--- config.mk ---
export PLATFORM = sky130hd
export DESIGN_NAME = tps_sequencer
export DESIGN_NICKNAME = d
export VERILOG_FILES = /design/src/design/tps_pkg.sv /design/src/design/tps_sequencer.sv
export SDC_FILE = /design/constraint.sdc
export NUM_CORES = 1
export LEC_CHECK = 0
export BUFFER_PORTS_ARGS = -buffer_cell sky130_fd_sc_hd__buf_2
export CORE_ASPECT_RATIO = 0.5
export CORE_MARGIN = 5
export CORE_UTILIZATION = 30
export CTS_BUF_LIST = sky130_fd_sc_hd__clkbuf_2 sky130_fd_sc_hd__clkbuf_4 sky130_fd_sc_hd__clkbuf_8
export CTS_CLUSTER_SIZE = 10
export DETAILED_ROUTE_END_ITERATION = 10
export HOLD_SLACK_MARGIN = 0.06
export PLACE_DENSITY = 0.49
export RECOVER_POWER = 25
export SLEW_MARGIN = 10
export SYNTH_ARGS = -nofsm -noshare
export SYNTH_HDL_FRONTEND = slang
export SYNTH_SLANG_ARGS = --single-unit
--- constraint.sdc ---
create_clock -name core_clk -period 2.55 [get_ports core_clk]
set_clock_uncertainty 0.2 [all_clocks]
set_input_delay 0.1275 -clock core_clk [delete_from_list [all_inputs] [get_ports core_clk]]
set_output_delay 0.1275 -clock core_clk [all_outputs]
set_load 0.03 [all_outputs]
--- src/design/tps_pkg.sv ---
/*
  Constants for the three-rail power sequencer: sequencing clock rate,
  step counts and state encoding.
  Assumes a 100 MHz core clock.
*/
package tps_pkg;

  // Core clock period
  localparam int CORE_CLK_NS    = 10;
  // Sequencing clock period per nF of timing capacitor
  localparam int SEQ_US_PER_NF  = 120;
  // Default timing capacitor value
  localparam int TIMING_CAP_NF  = 10;
  // Core cycles per sequencing clock period
  localparam int SEQ_TICK_CYCLES = (SEQ_US_PER_NF * 1000 * TIMING_CAP_NF) / CORE_CLK_NS;

  // Sequencing clock periods per step
  localparam logic [3:0] FIRST_TICKS = 4'ha;
  localparam logic [3:0] STEP_TICKS  = 4'h8;

  // Number of rails and the released level after reset
  localparam logic [1:0] LEVEL_NONE = 2'h0;
  localparam logic [1:0] LEVEL_ALL  = 2'h3;

  typedef enum logic [1:0] {
    TPS_IDLE,
    TPS_UP,
    TPS_HOLD,
    TPS_DOWN
  } tps_state_t;

endpackage : tps_pkg

--- src/design/tps_sequencer.sv ---
/*
  Three-rail power sequencer: releases three open-drain rail outputs in
  order 1-2-3 after the sequence request rises, withdraws them 3-2-1 when
  it falls. Timing comes from a divided sequencing clock.
  Assumes inputs synchronous to core_clk and external pull-ups on the rails.
*/
// What this block does
// - Sequencing clock period set by timing capacitor
// - All rails inactive until request rises
// - Rail 1 released after nine to ten periods
// - Rail 2 released eight periods after rail 1
// - Rail 3 released eight periods after rail 2
// - On request fall, withdraw 3, 2, 1
// - Request drop before rail 1 resets count
// - Drop mid power-up gives controlled shutdown
// - Polarity low: rails active high
// - Polarity high: rails active low
// - Rails are open-drain pull-downs only
`timescale 1ns/1ps

module tps_sequencer #(
  parameter int TICK_CYCLES = tps_pkg::SEQ_TICK_CYCLES
) (
  // Clock and reset
  input  wire logic core_clk,
  input  wire logic rst_n,
  // Control
  input  wire logic seq_request,
  input  wire logic polarity_select,
  // Timing waveform, high while charging
  output logic      timing_cap_pin,
  // Rail 1 open-drain pin
  input  wire logic rail_release_1_i,
  output logic      rail_release_1_o,
  output logic      rail_release_1_oe,
  // Rail 2 open-drain pin
  input  wire logic rail_release_2_i,
  output logic      rail_release_2_o,
  output logic      rail_release_2_oe,
  // Rail 3 open-drain pin
  input  wire logic rail_release_3_i,
  output logic      rail_release_3_o,
  output logic      rail_release_3_oe
);

  localparam int PW = $clog2(TICK_CYCLES);

  if (TICK_CYCLES < 2) begin : g_bad_tick
    $error("TICK_CYCLES must be at least 2");
  end

  ////////////////////////////////////////////////////////////////////////////
  // Sequencing clock

  logic [PW-1:0] prescale;
  logic          tick;
  wire  logic    prescale_end = (prescale == PW'(TICK_CYCLES - 1));
  wire  logic    next_phase   = (prescale < PW'(TICK_CYCLES / 2));

  // Free-running, so the first tick after a request lands anywhere in a period
  always_ff @(posedge core_clk) begin
    if (!rst_n) begin
      prescale       <= '0;
      tick           <= 1'b0;
      timing_cap_pin <= 1'b0;
    end else begin
      prescale       <= prescale_end ? '0 : prescale + 1'b1;
      tick           <= prescale_end;
      timing_cap_pin <= next_phase;
    end
  end

  ////////////////////////////////////////////////////////////////////////////
  // Sequencer

  tps_pkg::tps_state_t state;
  tps_pkg::tps_state_t next_state;
  logic [1:0]          level;
  logic [1:0]          next_level;
  logic [3:0]          tcnt;
  logic [3:0]          next_tcnt;
  logic                first;
  logic                next_first;

  // First step of either direction is the long one
  wire logic [3:0] step_target = first ? tps_pkg::FIRST_TICKS : tps_pkg::STEP_TICKS;
  wire logic       step_done   = tick && (tcnt + 4'h1 == step_target);

  always_comb begin
    next_state = state;
    next_level = level;
    next_tcnt  = tcnt;
    next_first = first;
    case (state)
      tps_pkg::TPS_IDLE: begin
        next_level = tps_pkg::LEVEL_NONE;
        if (seq_request) begin
          next_state = tps_pkg::TPS_UP;
          next_tcnt  = 4'h0;
          next_first = 1'b1;
        end
      end
      tps_pkg::TPS_UP: begin
        if (!seq_request && level == tps_pkg::LEVEL_NONE) begin
          next_state = tps_pkg::TPS_IDLE;
          next_tcnt  = 4'h0;
        end else if (!seq_request) begin
          next_state = tps_pkg::TPS_DOWN;
          next_tcnt  = 4'h0;
          next_first = 1'b1;
        end else if (step_done) begin
          next_level = level + 2'h1;
          next_tcnt  = 4'h0;
          next_first = 1'b0;
          if (level + 2'h1 == tps_pkg::LEVEL_ALL) begin
            next_state = tps_pkg::TPS_HOLD;
          end
        end else if (tick) begin
          next_tcnt = tcnt + 4'h1;
        end
      end
      tps_pkg::TPS_HOLD: begin
        if (!seq_request) begin
          next_state = tps_pkg::TPS_DOWN;
          next_tcnt  = 4'h0;
          next_first = 1'b1;
        end
      end
      tps_pkg::TPS_DOWN: begin
        // Shutdown always runs to the end; a new request waits for idle
        if (step_done) begin
          next_level = level - 2'h1;
          next_tcnt  = 4'h0;
          next_first = 1'b0;
          if (level == 2'h1) begin
            next_state = tps_pkg::TPS_IDLE;
          end
        end else if (tick) begin
          next_tcnt = tcnt + 4'h1;
        end
      end
      default: begin
        next_state = tps_pkg::TPS_IDLE;
        next_level = tps_pkg::LEVEL_NONE;
        next_tcnt  = 4'h0;
        next_first = 1'b0;
      end
    endcase
  end

  always_ff @(posedge core_clk) begin
    if (!rst_n) begin
      state <= tps_pkg::TPS_IDLE;
      level <= tps_pkg::LEVEL_NONE;
      tcnt  <= 4'h0;
      first <= 1'b0;
    end else begin
      state <= next_state;
      level <= next_level;
      tcnt  <= next_tcnt;
      first <= next_first;
    end
  end

  ////////////////////////////////////////////////////////////////////////////
  // Open-drain rail pins

  // Pull low when the pin level must be low: inactive without inversion, or active with inversion
  wire logic next_oe_1 = ~((next_level >= 2'h1) ^ polarity_select);
  wire logic next_oe_2 = ~((next_level >= 2'h2) ^ polarity_select);
  wire logic next_oe_3 = ~((next_level >= 2'h3) ^ polarity_select);

  always_ff @(posedge core_clk) begin
    if (!rst_n) begin
      rail_release_1_oe <= ~polarity_select;
      rail_release_2_oe <= ~polarity_select;
      rail_release_3_oe <= ~polarity_select;
    end else begin
      rail_release_1_oe <= next_oe_1;
      rail_release_2_oe <= next_oe_2;
      rail_release_3_oe <= next_oe_3;
    end
  end

  // Never drive high; the pull-ups make the released level
  always_ff @(posedge core_clk) begin
    rail_release_1_o <= 1'b0;
    rail_release_2_o <= 1'b0;
    rail_release_3_o <= 1'b0;
  end

  // Pin readbacks are not needed by the sequencer itself
  wire logic unused_pins = rail_release_1_i ^ rail_release_2_i ^ rail_release_3_i;

  ////////////////////////////////////////////////////////////////////////////
  // Checks

  // Ticks seen since the last change of level or state
  logic [3:0] h_ticks;
  always_ff @(posedge core_clk) begin
    if (!rst_n || next_level != level || next_state != state) begin
      h_ticks <= 4'h0;
    end else if (tick) begin
      h_ticks <= h_ticks + 4'h1;
    end
  end

  a_first_release_delay: assert property (
    @(posedge core_clk) disable iff (!rst_n)
    (state == tps_pkg::TPS_UP && level == 2'h0 && next_level == 2'h1) |-> h_ticks == 4'h9
  ) else $error("rail 1 released after wrong tick count");

  a_rail_two_step: assert property (
    @(posedge core_clk) disable iff (!rst_n)
    (level == 2'h1 && next_level == 2'h2) |-> h_ticks == 4'h7
  ) else $error("rail 2 released after wrong tick count");

  a_rail_three_step: assert property (
    @(posedge core_clk) disable iff (!rst_n)
    (level == 2'h2 && next_level == 2'h3) |-> h_ticks == 4'h7
  ) else $error("rail 3 released after wrong tick count");

  a_down_first_delay: assert property (
    @(posedge core_clk) disable iff (!rst_n)
    (state == tps_pkg::TPS_DOWN && first && next_level < level) |-> h_ticks == 4'h9
  ) else $error("first withdrawal after wrong tick count");

  a_down_step_delay: assert property (
    @(posedge core_clk) disable iff (!rst_n)
    (state == tps_pkg::TPS_DOWN && !first && next_level < level) |-> h_ticks == 4'h7
  ) else $error("later withdrawal after wrong tick count");

  a_glitch_cancel: assert property (
    @(posedge core_clk) disable iff (!rst_n)
    (state == tps_pkg::TPS_UP && level == 2'h0 && !seq_request)
      |=> (state == tps_pkg::TPS_IDLE && level == 2'h0)
  ) else $error("early request drop did not cancel");

  a_partial_shutdown: assert property (
    @(posedge core_clk) disable iff (!rst_n)
    (state == tps_pkg::TPS_UP && level != 2'h0 && !seq_request)
      |=> (state == tps_pkg::TPS_DOWN && level == $past(level))
  ) else $error("mid power-up drop did not start shutdown");

  a_idle_all_off: assert property (
    @(posedge core_clk) disable iff (!rst_n)
    state == tps_pkg::TPS_IDLE |-> level == 2'h0
  ) else $error("rail released while idle");

  a_rail_one_sense: assert property (
    @(posedge core_clk) disable iff (!rst_n)
    ##1 rail_release_1_oe == ~((level >= 2'h1) ^ $past(polarity_select))
  ) else $error("rail 1 pin sense wrong");

  a_rail_three_sense: assert property (
    @(posedge core_clk) disable iff (!rst_n)
    ##1 rail_release_3_oe == ~((level == 2'h3) ^ $past(polarity_select))
  ) else $error("rail 3 pin sense wrong");

  a_rail_two_sense: assert property (
    @(posedge core_clk) disable iff (!rst_n)
    ##1 rail_release_2_oe == ~((level >= 2'h2) ^ $past(polarity_select))
  ) else $error("rail 2 pin sense wrong");

  a_drain_never_high: assert property (
    @(posedge core_clk) disable iff (!rst_n)
    !rail_release_1_o && !rail_release_2_o && !rail_release_3_o
  ) else $error("rail pin driven high");

  a_up_one_step: assert property (
    @(posedge core_clk) disable iff (!rst_n)
    (state == tps_pkg::TPS_UP && next_level != level) |-> next_level == level + 2'h1
  ) else $error("power-up skipped a rail");

  a_down_one_step: assert property (
    @(posedge core_clk) disable iff (!rst_n)
    (state == tps_pkg::TPS_DOWN && next_level != level) |-> next_level == level - 2'h1
  ) else $error("shutdown skipped a rail");

  a_hold_all_on: assert property (
    @(posedge core_clk) disable iff (!rst_n)
    state == tps_pkg::TPS_HOLD |-> level == tps_pkg::LEVEL_ALL
  ) else $error("hold reached without all rails");

  a_request_starts_count: assert property (
    @(posedge core_clk) disable iff (!rst_n)
    (state == tps_pkg::TPS_IDLE && seq_request)
      |=> (state == tps_pkg::TPS_UP && tcnt == 4'h0 && first)
  ) else $error("request did not start a fresh count");

  // Cycles since the last tick; starts at all ones so the first
  // period counts from the release of reset, as the prescaler does
  logic [PW-1:0] h_gap;
  always_ff @(posedge core_clk) begin
    if (!rst_n) begin
      h_gap <= '1;
    end else if (tick) begin
      h_gap <= '0;
    end else begin
      h_gap <= h_gap + 1'b1;
    end
  end

  a_tick_spacing: assert property (
    @(posedge core_clk) disable iff (!rst_n)
    tick |-> h_gap == PW'(TICK_CYCLES - 1)
  ) else $error("sequencing tick spacing wrong");

endmodule : tps_sequencer

==> impl_summary.md <==
Worst setup path
The destination of the worst register-to-register timing path is rail_release_3_oe. Traced cell by cell, the critical path runs through ha_1 -> xor2_1 -> or3_4 -> or2_4 -> o31ai_4 -> o211ai_1 -> xor2_1. The critical path data arrival time is 2.36 ns.

The launching point of the worst reg2reg path is tcnt[0]. Data on the critical path is required at its endpoint by 2.51 ns. Counting stages on the worst path, the most repeated cell is sky130_fd_sc_hd__xor2_1. Setup slack on the worst reg-to-reg path comes out at 0.14 ns. In this design, the stage delay of the slowest critical-path cell is 0.37 ns. In this run the worst path has a maximum fanout of 5.

The critical path is of the reg -> reg type. The endpoint kind of the worst setup timing path is a flop. The critical-path cell with the highest stage delay is sky130_fd_sc_hd__or3_4.

The category of the worst setup path launch point is a flop. The cell count of the worst reg-to-reg path is 7.

Routing
After the first detailed-routing iteration, the DRC count stood at 30. The via count is 1211. The final antenna-violating net count is 0.

The final routed DRC violation total is 0. The first detailed-routing pass took 3 iterations. The routed wire length is 2873 um. The number of vias per cell is 4.676.

In the final routed layout, each cell accounts on average for 11.09 um.

STA
The worst path in the final design needs a cycle of 2.406 ns, including I/O delays and setup. The count of final hold-check violations is 0. The measured slew at the worst slew-check pin is 0.5785 ns. The total count of max-transition violations in the final report was 0.

The worst slew slack as a fraction of its limit is 60.94%. Setup violations remaining at the end of the flow were counted as 0. The final-layout worst hold slack is 0.08512 ns. Based on the critical path, the design can be clocked at up to 0.4157 GHz. The total negative slack for setup checks is 0 ns. Of the available clock period, the critical path in the final layout requires 94.34%. Setup repair after global routing left no endpoint under its margin.

Floorplan
Pin placement for this block handled 14 I/O pins. The number of placement rows is 18. The starting density of the core is 31.24%.

Measured along the y axis, the die boundary spans 60.79 um. The core area is 0.004955 sq mm. The total die area is 0.006783 sq mm.

From left edge to right edge, the die measures 111.6 um.

Synth
The cell area after synthesis is 0.001548 sq mm. The count of mapped cells out of synthesis is 176. Among all flip-flop cells after synthesis, the most frequent one is sky130_fd_sc_hd__dfxtp_1. The number of different library cells in the post-synthesis netlist is 44. The share of synthesized area occupied by flip-flops and latches is 40.10%. The number of synthesized flops with an enable pin is 0.

After synthesis, the largest area contributor takes up 40.10% of total cell area. For this run, asynchronously set or reset flops after synthesis account for 0%. The count of synthesis-stage warnings from yosys is 0. The top cell type by total area after synthesis is sky130_fd_sc_hd__dfxtp_1. The most numerous cell in the Yosys netlist is sky130_fd_sc_hd__dfxtp_1. A synthesized cell averages 8.794 sq um. The number of synthesized register bits is 31. By area the synthesized netlist is led by sky130_fd_sc_hd__dfxtp_1 (40%), sky130_fd_sc_hd__xor2_1 (9.1%), sky130_fd_sc_hd__nor2_1 (6.8%), sky130_fd_sc_hd__ha_1 (4.0%), sky130_fd_sc_hd__xnor2_1 (3.4%).

By count the netlist is led by sky130_fd_sc_hd__dfxtp_1 (31), sky130_fd_sc_hd__nor2_1 (28), sky130_fd_sc_hd__xor2_1 (16).

Global routing
Across every metal layer, demand over resource in global routing totals 9.260%. The number of global-route vias before repair is 1133. The first global-routing pass estimated 4940 um of wire. The total congestion overflow after global routing is 0. The number of antenna violations at the first check in global routing was 0. Entering global routing, the biggest net connects 17 pins.

Placed design
Summed over all nets, the half-perimeter wirelength after detailed placement is 2027 um. Counting tap cells, the placed design contains a total of 249 instances. The placed standard-cell area is 0.001647 sq mm.

The routability congestion estimate from global placement is 0.8593. The count of input and output buffers is 7.

CTS
Once the clock tree was built, the resizer swapped 0 gates to a different size. The deepest clock path buffer count is 2. In this run, CTS created clock tree buffers numbering 5. The TritonCTS clock tree is built. The clock transition at the registers of the reported paths is 0.06 ns. The later pin in the worst-skew pair is clocked with a latency of 0.28 ns. The H-tree was split into 2 levels. The library cell used as clock root buffer is sky130_fd_sc_hd__clkbuf_8. The clock sink count is 31.

Hold path
The startpoint of the tightest hold check path is seq_request. The class of the tightest hold or removal check is in -> reg. The hold path depth is 4.

Pwr
The power per standard cell area is 571.2 mW/mm^2. The peak ir drop on the vdd network is 0.0001642 V. The analysis attributes to cell leakage a power of 0.6883 nW.

Layout
Of the cells placed in the final design, the portion with a size suffix greater than 1 is 10.58%. The number of nets in the layout is 200. The finished cells cover 0.001765 sq mm.

The repair_antennas step left the layout with diodes totalling 0. The count of cells in the finished layout, fillers not included, comes to 259. The area growth from synthesis to layout is 14.07%.

Outcome
The run finished with clean final reports.

Flow run
Max-cap violations in this run came to 0.
-- sequential cells by signal, indices dropped and copies added (netlist names), named ones only --
register	cells
first	1
rail_release_1_oe	1
state	1
rail_release_2_oe	1
prescale	17
timing_cap_pin	1
tcnt	4
level	2
rail_release_3_oe	1
tick	1
-- worst max-delay path, delay by kind of cell (launching register included) --
family,cells,cell delay [ns]
simple gates,2,0.65
compound gates,2,0.47
flops,1,0.34
fa+ha+maj,1,0.33
xor+xnor,2,0.31
-- worst max path at each step --
stage	start	to	depth (start not counted)
after floorplan	tcnt[0]	rail_release_3_oe	7
after global placement	tcnt[0]	rail_release_3_oe	7
after detailed placement	tcnt[0]	rail_release_3_oe	7
after CTS	tcnt[0]	rail_release_3_oe	7
after global routing	tcnt[0]	rail_release_3_oe	7
final	tcnt[0]	rail_release_3_oe	7
-- layer usage --
metal	GRT usage [%]	share of wire (%)	up-vias	routed length [um]
met5	0	0	-	0
met2	15.51	43	10	1244
met1	11.06	52	567	1494
met3	2.988	3.2	5	93
met4	4.679	1.4	0	41
li1	-	-	629	-
-- area by class of cell --
type                    instances  area, sq um
clock buffers                   8        103.9
fillers                       518         3189
inverters                       5        18.77
multi-input cells             135        877.1
flip-flops and latches         31        620.6
well taps                      70        87.58
repair buffers                 10        57.56
-- metrics by stage --
stage / power [W] / utilization [%] / setup slack [ns]
after floorplan: 0.0005688 / - / 0.2718
after global placement: 0.0005840 / 33.23 / 0.1634
after detailed placement: 0.0005839 / 33.23 / 0.1342
after CTS: 0.001031 / 35.73 / 0.1197
after global routing: 0.001062 / 35.63 / 0.02625
final: 0.001008 / 35.63 / 0.1443
-- kinds of logic (layout without fill, tap and decap cells) --
family                     after synthesis  in the layout  synth area share, %
AOI/OAI and AO/OA                       29             29                13.74
xor gates and xnor gates                22             22                12.45
adders and majority gates                5              5                4.042
buffers and inverters                   12             23                3.718
DFF                                     31             31                40.10
muxes                                    2              2                1.294
other                                    1              3               0.2423
and+or+nand+nor                         74             74                24.42
-- power by group --
part | internal (W) | switching (W)
combinational | 0.0000234 | 0.0000418
clock | 0.000257 | 0.000178
sequential | 0.000495 | 0.0000136
total | 0.000775 | 0.000233
-- placed cells by master, fill, tap and decap left out, types with 2 or more instances in the layout --
master and instances:
sky130_fd_sc_hd__a21o_1 2, sky130_fd_sc_hd__a21oi_1 10, sky130_fd_sc_hd__and3_1 7, sky130_fd_sc_hd__buf_2 3, sky130_fd_sc_hd__clkbuf_1 4, sky130_fd_sc_hd__clkbuf_8 7, sky130_fd_sc_hd__conb_1 3, sky130_fd_sc_hd__dfxtp_1 31
sky130_fd_sc_hd__dlygate4sd3_1 2, sky130_fd_sc_hd__ha_1 5, sky130_fd_sc_hd__inv_1 5, sky130_fd_sc_hd__mux2i_1 2, sky130_fd_sc_hd__nand2_1 10, sky130_fd_sc_hd__nand3_1 10, sky130_fd_sc_hd__nand4_1 3, sky130_fd_sc_hd__nor2_1 28
sky130_fd_sc_hd__nor2b_1 2, sky130_fd_sc_hd__nor3_1 3, sky130_fd_sc_hd__o21ai_0 4, sky130_fd_sc_hd__xnor2_1 6, sky130_fd_sc_hd__xor2_1 16
-- what timing repair did --
action	in CTS	in global routing
hold endpoints to repair	5	0
hold buffers	2	0
setup buffers	0	0
Power figures use the tool's default switching activity.
